--- src/pkg/key_scan_pkg.sv ---
// Behaviour
// - strobe fall captures address and operation nibble
// - write: strobe rise captures scan line code
// - read port five drives sense bits seven-four
// - read port four drives sense bits three-zero
// - two reads alternate halves of latched byte
// - write cycle starts zeroing phase at strobe
// - next latch rise ends zeroing, activates scan
// - following latch fall deactivates the scan line
// - scan code decodes to exactly one line, none for codes eleven-fifteen on reduced variant
// - antiscan active exactly when no line driven
// - reduced variant has only eleven scan lines
// - read mode entered at strobe fall
// - only ports four and five answered
// - latch strobe is the only time base; a write also ends after TIMEOUT_CYC clk_in cycles with no latch edge
// - eight sense inputs catch key pulses
// - address bits: port low, operation high
package key_scan_pkg;

    localparam int NIBBLE_W           = 4;
    localparam int SENSE_W            = 8;
    localparam int SCAN_LINES_FULL    = 16;
    localparam int SCAN_LINES_REDUCED = 11;

    // address nibble layout
    localparam int PORT_LSB = 0;
    localparam int OP_LSB   = 2;

    localparam logic [1:0] PORT_FOUR = 2'h0;
    localparam logic [1:0] PORT_FIVE = 2'h1;

    localparam logic [1:0] OP_READ  = 2'h0;
    localparam logic [1:0] OP_WRITE = 2'h1;
    localparam logic [1:0] OP_OR    = 2'h2;
    localparam logic [1:0] OP_AND   = 2'h3;

    // reset values
    localparam logic [1:0]  ADDR_RST  = 2'h3;
    localparam logic [3:0]  CODE_RST  = 4'h0;
    localparam logic [3:0]  NIB_RST   = 4'h0;
    localparam logic [7:0]  SENSE_RST = 8'h00;
    localparam logic        ALE_RST   = 1'b0;
    localparam logic        STRB_RST  = 1'b1;

    // timing
    localparam int CLK_PERIOD_NS     = 4;
    localparam int ALE_MAX_PERIOD_NS = 15015;
    localparam int ALE_TIMEOUT_CYC   = ALE_MAX_PERIOD_NS / CLK_PERIOD_NS;
    localparam int TIMER_W           = 13;

endpackage : key_scan_pkg

--- src/rtl/capacitive_key_scan_expander.sv ---
module capacitive_key_scan_expander #(
    parameter int SCAN_LINES  = key_scan_pkg::SCAN_LINES_FULL,
    parameter int TIMEOUT_CYC = key_scan_pkg::ALE_TIMEOUT_CYC
) (
    input  wire logic                  clk_in,
    input  wire logic                  rst_n_in,
    input  wire logic                  ale_in,
    input  wire logic                  expansion_strobe_n_in,
    input  wire logic [3:0]            nibble_port_in,
    input  wire logic [7:0]            sense_in,
    output logic      [3:0]            nibble_port_out,
    output logic                       nibble_port_oe_out,
    output logic      [SCAN_LINES-1:0] scan_drive_out,
    output logic                       antiscan_out,
    output logic                       zeroing_out,
    output logic      [7:0]            sense_latched_out
);

    typedef enum logic [1:0] {
        ST_IDLE = 2'b00,
        ST_ZERO = 2'b01,
        ST_SCAN = 2'b10
    } wr_state_e;

    localparam int CTL_W  = 2;
    localparam int DATA_W = key_scan_pkg::NIBBLE_W + key_scan_pkg::SENSE_W;

    localparam logic [CTL_W-1:0] CTL_RST =
        {key_scan_pkg::STRB_RST, key_scan_pkg::ALE_RST};
    localparam logic [DATA_W-1:0] DATA_RST =
        {key_scan_pkg::SENSE_RST, key_scan_pkg::NIB_RST};
    localparam logic [key_scan_pkg::TIMER_W-1:0] TIMEOUT_LIM =
        key_scan_pkg::TIMER_W'(TIMEOUT_CYC);

    // address nibble fields, decoded at the fall and again later
    function automatic logic [1:0] port_field(input logic [3:0] nib);
        return nib[key_scan_pkg::PORT_LSB +: 2];
    endfunction : port_field

    function automatic logic [1:0] op_field(input logic [3:0] nib);
        return nib[key_scan_pkg::OP_LSB +: 2];
    endfunction : op_field

    // ports six and seven belong to other expanders
    function automatic logic port_hit(input logic [1:0] port);
        return (port == key_scan_pkg::PORT_FOUR) ||
               (port == key_scan_pkg::PORT_FIVE);
    endfunction : port_hit

    // synchronised pins
    logic [CTL_W-1:0]  ctl_lvl;
    logic [CTL_W-1:0]  ctl_rise;
    logic [CTL_W-1:0]  ctl_fall;
    logic [DATA_W-1:0] data_lvl;

    logic       ale_rise;
    logic       ale_fall;
    logic       strb_rise;
    logic       strb_fall;
    logic [3:0] nib_s;
    logic [7:0] sense_s;

    edge_sync #(
        .WIDTH   (CTL_W),
        .RST_VAL (CTL_RST)
    ) u_ctl_sync (
        .clk_in    (clk_in),
        .rst_n_in  (rst_n_in),
        .async_in  ({expansion_strobe_n_in, ale_in}),
        .level_out (ctl_lvl),
        .rise_out  (ctl_rise),
        .fall_out  (ctl_fall)
    );

    // data takes the same two stages, so it lines up with the edges
    edge_sync #(
        .WIDTH   (DATA_W),
        .RST_VAL (DATA_RST)
    ) u_data_sync (
        .clk_in    (clk_in),
        .rst_n_in  (rst_n_in),
        .async_in  ({sense_in, nibble_port_in}),
        .level_out (data_lvl),
        .rise_out  (),
        .fall_out  ()
    );

    always_comb begin
        ale_rise  = ctl_rise[0];
        ale_fall  = ctl_fall[0];
        strb_rise = ctl_rise[1];
        strb_fall = ctl_fall[1];
        nib_s     = data_lvl[3:0];
        sense_s   = data_lvl[11:4];
    end

    // address and operation latch
    logic [1:0] port_r;
    logic [1:0] port_nxt;
    logic [1:0] op_r;
    logic [1:0] op_nxt;
    logic [1:0] new_port;
    logic       new_hit;

    always_comb begin
        port_nxt = port_r;
        op_nxt   = op_r;
        new_port = port_field(nib_s);
        new_hit  = port_hit(new_port);
        if (strb_fall) begin
            port_nxt = new_port;
            op_nxt   = op_field(nib_s);
        end
    end

    always_ff @(posedge clk_in or negedge rst_n_in) begin
        if (!rst_n_in) begin
            port_r <= key_scan_pkg::ADDR_RST;
            op_r   <= key_scan_pkg::OP_READ;
        end else begin
            port_r <= port_nxt;
            op_r   <= op_nxt;
        end
    end

    logic write_start;
    logic read_start;

    // foreign ports and the OR/AND operations never start anything
    always_comb begin
        write_start = strb_fall && new_hit &&
            (op_field(nib_s) == key_scan_pkg::OP_WRITE);
        read_start  = strb_fall && new_hit &&
            (op_field(nib_s) == key_scan_pkg::OP_READ);
    end

    // write sequence: zero, then scan for one latch pulse
    wr_state_e                         state_r;
    wr_state_e                         state_nxt;
    logic [3:0]                        code_r;
    logic [3:0]                        code_nxt;
    logic                              code_ok_r;
    logic                              code_ok_nxt;
    logic                              zero_r;
    logic                              zero_nxt;
    logic [SCAN_LINES-1:0]             scan_r;
    logic [SCAN_LINES-1:0]             scan_nxt;
    logic                              anti_r;
    logic                              anti_nxt;
    logic [key_scan_pkg::TIMER_W-1:0]  timer_r;
    logic [key_scan_pkg::TIMER_W-1:0]  timer_nxt;
    logic [SCAN_LINES-1:0]             decoded;
    logic                              timed_out;

    // lines stay dark until a code has been taken
    scan_decoder #(
        .LINES (SCAN_LINES)
    ) u_decode (
        .enable_in (code_ok_r),
        .code_in   (code_r),
        .line_out  (decoded)
    );

    always_comb begin
        state_nxt   = state_r;
        code_nxt    = code_r;
        code_ok_nxt = code_ok_r;
        zero_nxt    = zero_r;
        scan_nxt    = scan_r;
        // a lost latch strobe must not leave a line driven forever
        timed_out   = (state_r != ST_IDLE) && (timer_r >= TIMEOUT_LIM);
        timer_nxt   = (ale_rise || ale_fall || state_r == ST_IDLE) ?
                      '0 : timer_r + 1'b1;
        if (write_start) begin
            state_nxt   = ST_ZERO;
            zero_nxt    = 1'b1;
            code_ok_nxt = 1'b0;
            scan_nxt    = '0;
            timer_nxt   = '0;
        end else if (timed_out) begin
            state_nxt   = ST_IDLE;
            zero_nxt    = 1'b0;
            scan_nxt    = '0;
            code_ok_nxt = 1'b0;
        end else begin
            case (state_r)
                ST_ZERO: begin
                    // a foreign access in between must not load a code
                    if (strb_rise && !code_ok_r && port_hit(port_r) &&
                        op_r == key_scan_pkg::OP_WRITE) begin
                        code_nxt    = nib_s;
                        code_ok_nxt = 1'b1;
                    end else if (ale_rise && code_ok_r) begin
                        state_nxt = ST_SCAN;
                        zero_nxt  = 1'b0;
                        scan_nxt  = decoded;
                    end
                end
                ST_SCAN: begin
                    if (ale_fall) begin
                        state_nxt   = ST_IDLE;
                        scan_nxt    = '0;
                        code_ok_nxt = 1'b0;
                    end
                end
                default: begin
                    zero_nxt = 1'b0;
                    scan_nxt = '0;
                end
            endcase
        end
        anti_nxt = ~|scan_nxt;
    end

    always_ff @(posedge clk_in or negedge rst_n_in) begin
        if (!rst_n_in) begin
            state_r   <= ST_IDLE;
            code_r    <= key_scan_pkg::CODE_RST;
            code_ok_r <= 1'b0;
            zero_r    <= 1'b0;
            scan_r    <= '0;
            anti_r    <= 1'b1;
            timer_r   <= '0;
        end else begin
            state_r   <= state_nxt;
            code_r    <= code_nxt;
            code_ok_r <= code_ok_nxt;
            zero_r    <= zero_nxt;
            scan_r    <= scan_nxt;
            anti_r    <= anti_nxt;
            timer_r   <= timer_nxt;
        end
    end

    // sense capture: pulses are short, so collect them over the scan
    logic [7:0] sense_acc_r;
    logic [7:0] sense_acc_nxt;
    logic [7:0] sense_hold_r;
    logic [7:0] sense_hold_nxt;

    always_comb begin
        sense_acc_nxt  = sense_acc_r;
        sense_hold_nxt = sense_hold_r;
        if (state_nxt == ST_SCAN && state_r != ST_SCAN) begin
            sense_acc_nxt = '0;
        end else if (state_r == ST_SCAN) begin
            sense_acc_nxt = sense_acc_r | sense_s;
            if (state_nxt != ST_SCAN) begin
                sense_hold_nxt = sense_acc_r | sense_s;
            end
        end
    end

    always_ff @(posedge clk_in or negedge rst_n_in) begin
        if (!rst_n_in) begin
            sense_acc_r  <= key_scan_pkg::SENSE_RST;
            sense_hold_r <= key_scan_pkg::SENSE_RST;
        end else begin
            sense_acc_r  <= sense_acc_nxt;
            sense_hold_r <= sense_hold_nxt;
        end
    end

    // read path: both halves come from one held byte, so a pair of
    // reads sees a consistent key snapshot unless a scan ends between them
    logic       oe_r;
    logic       oe_nxt;
    logic [3:0] nib_out_r;
    logic [3:0] nib_out_nxt;

    always_comb begin
        oe_nxt      = oe_r;
        nib_out_nxt = nib_out_r;
        if (read_start) begin
            oe_nxt = 1'b1;
            if (new_port == key_scan_pkg::PORT_FIVE) begin
                nib_out_nxt = sense_hold_r[7:4];
            end else begin
                nib_out_nxt = sense_hold_r[3:0];
            end
        end else if (strb_rise || strb_fall) begin
            // released only after the controller sampled at its rise
            oe_nxt = 1'b0;
        end
    end

    always_ff @(posedge clk_in or negedge rst_n_in) begin
        if (!rst_n_in) begin
            oe_r      <= 1'b0;
            nib_out_r <= key_scan_pkg::NIB_RST;
        end else begin
            oe_r      <= oe_nxt;
            nib_out_r <= nib_out_nxt;
        end
    end

    // every output is a plain register, no gating after the flops
    always_comb begin
        nibble_port_out    = nib_out_r;
        nibble_port_oe_out = oe_r;
        scan_drive_out     = scan_r;
        antiscan_out       = anti_r;
        zeroing_out        = zero_r;
        sense_latched_out  = sense_hold_r;
    end

endmodule : capacitive_key_scan_expander

--- src/rtl/edge_sync.sv ---
module edge_sync #(
    parameter int               WIDTH   = 1,
    parameter logic [WIDTH-1:0] RST_VAL = '0
) (
    input  wire logic             clk_in,
    input  wire logic             rst_n_in,
    input  wire logic [WIDTH-1:0] async_in,
    output logic      [WIDTH-1:0] level_out,
    output logic      [WIDTH-1:0] rise_out,
    output logic      [WIDTH-1:0] fall_out
);

    logic [WIDTH-1:0] meta_r;
    logic [WIDTH-1:0] sync_r;
    logic [WIDTH-1:0] prev_r;

    // meta_r feeds sync_r only
    always_ff @(posedge clk_in or negedge rst_n_in) begin
        if (!rst_n_in) begin
            meta_r <= RST_VAL;
            sync_r <= RST_VAL;
            prev_r <= RST_VAL;
        end else begin
            meta_r <= async_in;
            sync_r <= meta_r;
            prev_r <= sync_r;
        end
    end

    always_comb begin
        level_out = sync_r;
        rise_out  = sync_r & ~prev_r;
        fall_out  = ~sync_r & prev_r;
    end

endmodule : edge_sync

--- src/rtl/scan_decoder.sv ---
module scan_decoder #(
    parameter int LINES = 16
) (
    input  wire logic             enable_in,
    input  wire logic [3:0]       code_in,
    output logic      [LINES-1:0] line_out
);

    function automatic logic [LINES-1:0] one_hot(input logic [3:0] code);
        logic [LINES-1:0] v;
        v = '0;
        for (int i = 0; i < LINES; i++) begin
            if (code == 4'(i)) begin
                v[i] = 1'b1;
            end
        end
        return v;
    endfunction : one_hot

    // codes past the last line select nothing on the reduced part
    always_comb begin
        line_out = enable_in ? one_hot(code_in) : '0;
    end

endmodule : scan_decoder

--- config.mk ---
export PLATFORM = sky130hd
export DESIGN_NAME = capacitive_key_scan_expander
export DESIGN_NICKNAME = d
export VERILOG_FILES = /design/src/pkg/key_scan_pkg.sv /design/src/rtl/capacitive_key_scan_expander.sv /design/src/rtl/edge_sync.sv /design/src/rtl/scan_decoder.sv
export SDC_FILE = /design/constraint.sdc
export NUM_CORES = 1
export LEC_CHECK = 0
export BUFFER_PORTS_ARGS = -buffer_cell sky130_fd_sc_hd__clkbuf_2
export CAP_MARGIN = 30
export CORE_ASPECT_RATIO = 1.5
export CORE_UTILIZATION = 50
export CTS_CLUSTER_SIZE = 10
export DETAILED_ROUTE_END_ITERATION = 16
export GPL_ROUTABILITY_DRIVEN = 0
export PLACE_DENSITY = 0.84
export SYNTH_ARGS = -nofsm -noshare
export SYNTH_HDL_FRONTEND = slang
export SYNTH_SLANG_ARGS = --single-unit
--- constraint.sdc ---
create_clock -name clk_in -period 2.05 [get_ports clk_in]
set_input_delay 0.1025 -clock clk_in [delete_from_list [all_inputs] [get_ports clk_in]]
set_output_delay 0.1025 -clock clk_in [all_outputs]
set_load 0.005 [all_outputs]
Yosys cells after proc, flatten, opt, wreduce, memory -nomap -nowiden
Cells that the tools add are included.
- register bits after elaboration: 93
- input port bits: 16
- output and inout bits: 31
- logic and storage cells: 133
- $add $sub $neg: 1
- order comparisons: 1
- equality and inequality tests: 29
- multiplexer cells: 46
- bitwise gates (word level): 8
- reduce and logical (&&, ||, !) cells: 30
- operators by type and width (cell ; number):
    16-bit 2-to-1 mux ; 6
    4-bit == test (second input constant) ; 8
    16-bit case mux with 2 select lines ; 1
    1-bit 2-to-1 mux ; 26
    13-bit 2-to-1 mux ; 2
    4-bit by 3-bit == test with 1-bit output (second input constant) ; 4
    8-bit 2-to-1 mux ; 2
    4-bit != test (second input constant) ; 4
    16-bit OR reduction ; 1
    13-bit by 1-bit adder with 13-bit output (second input constant) ; 1
    13-bit by 12-bit >= comparator with 1-bit output (second input constant) ; 1
    2-bit by 1-bit == test with 1-bit output (second input constant) ; 5
    2-bit 2-to-1 mux ; 5
    1-bit logical AND ; 9
    3-bit AND reduction ; 3
    4-bit by 2-bit == test with 1-bit output (second input constant) ; 2
    2-bit logical NOT ; 4
    8-bit OR ; 1
    2-bit nonzero test ; 3
    1-bit logical OR ; 5
    2-bit AND ; 2
    2-bit == test (second input constant) ; 2
    4-bit by 1-bit == test with 1-bit output (second input constant) ; 1
    4-bit logical NOT ; 1
    10 further kinds ; 16

Logic depth before layout (Yosys ltp)
- word-level depth: 13
- mapped depth: 9
- mapped depth without buffers: 7

Hierarchy
A second synthesis with hierarchy kept.
- cell total of the unflattened synthesis: 375
- area total of the unflattened synthesis: 4426.7 um^2
- by module, submodules not included (module ; times used ; cells each ; area an instance (um^2) ; sequential area each (um^2)):
    capacitive_key_scan_expander ; 1 ; 282 ; 3009.1 ; 1554.0
    edge_sync at u_data_sync ; 1 ; 60 ; 1111.1 ; 900.9
    edge_sync at u_ctl_sync ; 1 ; 10 ; 188.9 ; 153.9
    scan_decoder ; 1 ; 23 ; 117.6 ; 0.0

Worst setup path before layout
No wires, ideal clock.
- path type: reg2reg
- from: reg timer_r[0] (netlist bit)
- to: reg code_r[0]
- arrival: 2.009 ns
- data required time: 1.925 ns
- slack: -0.084 ns
- cell stages (with the launch flop): 7
- buffers on the path: 0
- cell sequence: dfrtp_1 -> ha_1 -> nor4_2 -> a211oi_2 -> o41a_1 -> nor4_4 -> mux2_2
- word-level cells in the longest chain between the ends: 4
- ends and longest elaborated chain (element ; RTL line ; text):
    start: declaration ; capacitive_key_scan_expander.sv:150 ; logic [key_scan_pkg::TIMER_W-1:0] timer_r;
    start signal: assignment ; capacitive_key_scan_expander.sv:231 ; timer_r <= timer_nxt;
    13-bit by 12-bit >= comparator with 1-bit output ; capacitive_key_scan_expander.sv:171 ; timed_out = (state_r != ST_IDLE) && (timer_r >= TIMEOUT_LIM);
    1-bit logical AND ; capacitive_key_scan_expander.sv:171 ;
    1-bit NOT (no line) ; - ;
    4-bit AND reduction (no line) ; - ;
    end signal: assignment ; capacitive_key_scan_expander.sv:218 ; code_r <= key_scan_pkg::CODE_RST;
    end signal: assignment ; capacitive_key_scan_expander.sv:226 ; code_r <= code_nxt;
    end: declaration ; capacitive_key_scan_expander.sv:140 ; logic [3:0] code_r;
No other way between the ends.
A chain may end at the register's enable or synchronous reset.

Final worst setup path
- from: reg state_r[1]
- to: reg sense_hold_r[2], in the netlist sense_latched_out[2]
- word-level cells in the longest chain between the ends: 9
- elaborated cells on any way between the ends: 16
- classes of those cells: eq/ne (5); mux (6); bitwise (1); reduce/logical (4)
- ends and longest elaborated chain (element ; RTL line ; text):
    start: declaration ; capacitive_key_scan_expander.sv:138 ; wr_state_e state_r;
    start signal: assignment ; capacitive_key_scan_expander.sv:225 ; state_r <= state_nxt;
    2-bit 2-to-1 mux ; capacitive_key_scan_expander.sv:193 ; end else if (ale_rise && code_ok_r) begin
    2-bit 2-to-1 mux ; capacitive_key_scan_expander.sv:189 ; if (strb_rise && !code_ok_r && port_hit(port_r) &&
    2-bit case mux with 2 select lines ; capacitive_key_scan_expander.sv:186 ; case (state_r)
    2-bit 2-to-1 mux ; capacitive_key_scan_expander.sv:180 ; end else if (timed_out) begin
    2-bit 2-to-1 mux ; capacitive_key_scan_expander.sv:174 ; if (write_start) begin
    2-bit == test ; capacitive_key_scan_expander.sv:244 ; if (state_nxt == ST_SCAN && state_r != ST_SCAN) begin
    1-bit logical AND ; capacitive_key_scan_expander.sv:244 ;
    1-bit NOT (no line) ; - ;
    3-bit AND reduction (no line) (*) ; - ;
    end signal: assignment ; capacitive_key_scan_expander.sv:257 ; sense_hold_r <= key_scan_pkg::SENSE_RST;
    end signal: assignment ; capacitive_key_scan_expander.sv:260 ; sense_hold_r <= sense_hold_nxt;
    end: declaration ; capacitive_key_scan_expander.sv:238 ; logic [7:0] sense_hold_r;
Every way passes the cells marked *; elsewhere a longest branch is shown, timed or not.

==> results_tabular.tex <==
\begin{tabular}{lr}
\hline
Metric & Value \\
\hline
\multicolumn{2}{l}{\textbf{STA}} \\
\quad Clk\_skew & 0.00962 ns \\
\quad Max frequency & 0.477 GHz \\
\quad \# setup viols final & 8 \\
\quad Unrepaired setup endpoints after global routing & true \\
\quad Worst-case headroom to the max-slew limit & 0.627 \\
\quad PnR worst setup slack & -0.0459 ns \\
\quad Worst Hold Margin & 0.159 ns \\
\quad Hold Vio Cnt, Final & 0 \\
\quad Min cycle time layout & 2.10 ns \\
\quad Count of final max-slew check failures & 0 \\
\quad Post-route clock period utilization & 1.02 \\
\quad Transition at the pin with the smallest max-transition slack & 0.556 ns \\
\multicolumn{2}{l}{\textbf{Logic synthesis}} \\
\quad Cell taking the most area after synthesis & sky130\_fd\_sc\_hd\_\_dfrtp\_1 \\
\quad Synth area leaders & sky130\_fd\_sc\_hd\_\_dfrtp\_1, sky130\_fd\_sc\_hd\_\_mux2\_2, sky130\_fd\_sc\_hd\_\_dfstp\_2 \\
\quad Dominant cell by count in the synthesized netlist & sky130\_fd\_sc\_hd\_\_dfrtp\_1 \\
\quad Post-Syn Area & 3670 µm² \\
\quad Fraction of the yosys area taken by sequential cells & 0.630 \\
\quad Net count after synthesis & 319 \\
\quad Synth Instances & 294 \\
\quad Syn avg cell area & 12.5 µm² \\
\quad Top cell types by occurrence after synthesis & sky130\_fd\_sc\_hd\_\_dfrtp\_1, sky130\_fd\_sc\_hd\_\_nor2\_1, sky130\_fd\_sc\_hd\_\_mux2\_2, sky130\_fd\_sc\_hd\_\_inv\_1, sky130\_fd\_sc\_hd\_\_nand2\_1 \\
\quad Share of async-settable or async-resettable flops after synthesis & 1.00 \\
\quad Synth unique cells & 44 \\
\quad Share of the synthesized area in the top cell type & 0.594 \\
\quad Flip-flop cell with the highest count after synthesis & sky130\_fd\_sc\_hd\_\_dfrtp\_1 \\
\quad Count of state elements after synthesis & 92 \\
\quad EDFF count, synth & 0 \\
\quad Total number of yosys warnings & 0 \\
\multicolumn{2}{l}{\textbf{Power and ir drop}} \\
\quad Switching share of power & 0.278 \\
\quad Final total power & 4560 µW \\
\quad Share of total power in the clock network & 0.315 \\
\quad Switch Pwr & 1270 µW \\
\quad Part of the total power dissipated in combinational logic & 0.197 \\
\quad Total power divided by cell area & 994 nW/µm² \\
\quad Share of power burned in registers & 0.488 \\
\quad Internal power & 3300 µW \\
\quad Maximum vdd ir drop & 0.769 mV \\
\quad Leakage power total & 0.00215 µW \\
\multicolumn{2}{l}{\textbf{Final layout}} \\
\quad P\&R area growth vs syn & 25.3\% \\
\quad Finished Core Util & 0.657 \\
\quad Layout cell share with drive strength beyond 1 & 0.313 \\
\quad Final Instance Count excl. Fillers & 483 \\
\quad Fin area & 4590 µm² \\
\quad Footprint of the multi-input gates & 1310 µm² \\
\quad Area occupied by registers & 2310 µm² \\
\quad \# nets final & 406 \\
\quad Antenna fix cells & 0 \\
\quad Fillers & 504 \\
\multicolumn{2}{l}{\textbf{Detailed routing}} \\
\quad Count of unresolved DRC violations after routing & 0 \\
\quad DRC marker count from the first detailed-route iteration & 159 \\
\quad Final wirelength & 7560 µm \\
\quad Routed wire length per instance & 15.6 µm \\
\quad Detail-routed via count per cell & 5.39 \\
\quad Total iterations of the first detailed-routing run & 5 \\
\quad Number of vias in the routed layout & 2604 \\
\quad Final antenna-violating net count & 0 \\
\multicolumn{2}{l}{\textbf{Global route}} \\
\quad Global router's overall resource usage & 0.216 \\
\quad Vias in the first global route & 2658 \\
\quad Antenna violations before repair & 0 \\
\quad Maximum number of pins on one net before global-route repair & 51 \\
\quad Sum of overflow across all layers after global routing & 0 \\
\quad First-pass GRT wire length & 12500 µm \\
\multicolumn{2}{l}{\textbf{Clock network}} \\
\quad Num CTS Buffers & 9 \\
\quad Buffer depth of the longest clock path & 2 \\
\quad CTS tree & built \\
\quad Source-to-sink clock delay at the later pin of the worst-skew pair & 0.36 ns \\
\quad Number of sinks driven by the clock tree & 92 \\
\quad Clock edge transition at the registers on the reported setup and hold paths & 0.09 ns \\
\quad Clock Tree Root & sky130\_fd\_sc\_hd\_\_clkbuf\_8 \\
\quad Count of H-tree levels built during CTS & 3 \\
\multicolumn{2}{l}{\textbf{Hold path}} \\
\quad Tightest Hold Check Type & input pin to async pin \\
\multicolumn{2}{l}{\textbf{Worst setup path}} \\
\quad Largest driver fanout on the critical path & 8 \\
\quad Slowest CP cell & sky130\_fd\_sc\_hd\_\_dfrtp\_1 \\
\quad Required @ worst endpoint & 2.30 ns \\
\quad Delay of the slowest critical-path stage & 0.40 ns \\
\quad CP Capture Type & flip-flop \\
\quad Family of cells with the greatest summed delay on the critical path & compound AO/OA/AOI/OAI gates \\
\quad Data arrival time at the worst-slack endpoint & 2.34 ns \\
\quad CP Class & flip-flop to flip-flop \\
\quad Cells traversed along the worst timing path & inv\_1, ha\_1, and3\_1, o211ai\_1, a21bo\_2, a31o\_2, mux2\_2 \\
\quad Startpoint type of the worst setup path & flip-flop \\
\quad Number of buffers and inverters on the critical path & 1 \\
\multicolumn{2}{l}{\textbf{Status}} \\
\quad Violated checks & setup timing \\
\quad Outcome & finished with violations \\
\multicolumn{2}{l}{\textbf{Floorplan}} \\
\quad Area inside the core boundary & 6990 µm² \\
\quad Boundary pin count & 47 \\
\quad Area of the die & 7690 µm² \\
\quad Die width & 71.9 µm \\
\quad Site Rows & 37 \\
\quad Initial cell density of the core & 0.524 \\
\quad Die outline height & 107 µm \\
\multicolumn{2}{l}{\textbf{Placed design}} \\
\quad Estimated wirelength of the detail-placed design & 4990 µm \\
\quad Total cell area at the placement stage & 4150 µm² \\
\quad Input/output buffers & 46 \\
\quad Number of cells in the design after placement & 450 \\
\multicolumn{2}{l}{\textbf{Flow run}} \\
\quad Number of max-cap violations & 0 \\
\hline
\end{tabular}
[path summary, 6_finish.rpt]
check,depth (start not counted),to,slack (ns),from
max in group asynchronous,3,u_ctl_sync.meta_r[1],1.30,rst_n_in
setup / recovery,7,sense_latched_out[2],-0.05,state_r[1]
min in group clk_in,0,u_data_sync.level_out[6],0.35,u_data_sync.meta_r[6]
setup reg to reg,7,sense_latched_out[2],-0.05,state_r[1]
hold reg to reg,0,u_data_sync.level_out[6],0.35,u_data_sync.meta_r[6]
hold / removal,2,scan_drive_out[8],0.16,rst_n_in
[power groups by stage]
stage	Sequential, µW	Combinational, µW	Clock (µW)
finish	2230	900	1440
global route	2260	989	1530
CTS	2220	863	1460
detailed placement	2250	830	0
global placement	2240	795	0
floorplan	2210	510	0
[cells by family (layout without fill, tap and decap cells)]
family | after synthesis | count (layout) | share of synthesized area
buf+inv | 20 | 112 | 0.0222
simple gates | 96 | 96 | 0.138
flops | 92 | 92 | 0.630
xor+xnor | 9 | 9 | 0.0215
compound gates | 48 | 48 | 0.0983
fa+ha+maj | 9 | 9 | 0.0307
mux | 20 | 20 | 0.0601
[what timing repair did]
action / CTS / global route
gates resized for setup: 2 / 6
pin swaps: 0 / 0
hold buffers: 15 / 0
buffers inserted: 0 / 2
endpoints found under the setup margin: 5 / 20
endpoints found under the hold margin: 102 / 0
[final cells by class]
type,instances,share of cell area
sequential,92,0.503
inverter,13,0.0106
multi-input combinational,182,0.285
timing repair buffer,83,0.123
clock buffer,11,0.0286
clock inverter,5,0.0240
tap,97,0.0264
[per-stage QoR]
step	setup TNS, ns	setup WS (ns)
finish	-0.297	-0.0459
global route	-1.50	-0.122
CTS	-0.0780	-0.0372
detailed placement	-0.000407	-0.000407
global placement	0	0.0326
floorplan	0	0.00340
[registers in the layout, indices dropped and copies added, names as in the netlist, 2 cells and up]
| name | flops |
|---|---|
| u_ctl_sync.prev_r | 2 |
| code_r | 4 |
| u_data_sync.meta_r | 12 |
| sense_latched_out | 8 |
| sense_acc_r | 8 |
| u_data_sync.level_out | 12 |
| state_r | 2 |
| u_ctl_sync.meta_r | 2 |
| u_ctl_sync.level_out | 2 |
| timer_r | 13 |
| scan_drive_out | 16 |
| op_r | 2 |
| nibble_port_out | 4 |
[placed cells by master, fill, tap and decap left out, types with 6 or more instances in the layout]
master,n
sky130_fd_sc_hd__mux2_2,12
sky130_fd_sc_hd__buf_4,21
sky130_fd_sc_hd__dfrtp_1,87
sky130_fd_sc_hd__or2_2,9
sky130_fd_sc_hd__inv_1,12
sky130_fd_sc_hd__ha_1,8
sky130_fd_sc_hd__a22oi_1,12
sky130_fd_sc_hd__nor2_1,34
sky130_fd_sc_hd__a21oi_1,10
sky130_fd_sc_hd__dlygate4sd3_1,15
sky130_fd_sc_hd__xnor2_1,6
sky130_fd_sc_hd__nand2_1,13
sky130_fd_sc_hd__nand3_1,7
sky130_fd_sc_hd__clkbuf_8,9
sky130_fd_sc_hd__a22o_1,8
sky130_fd_sc_hd__clkbuf_2,45
[routing by layer]
layer	vias up	global-route usage	wire, µm
li1	1205	-	-
met1	1301	0.253	3040
met5	-	0	0
met3	13	0.0404	262
met2	85	0.380	4100
met4	0	0.0938	157
(Power assumes the default switching activity.)
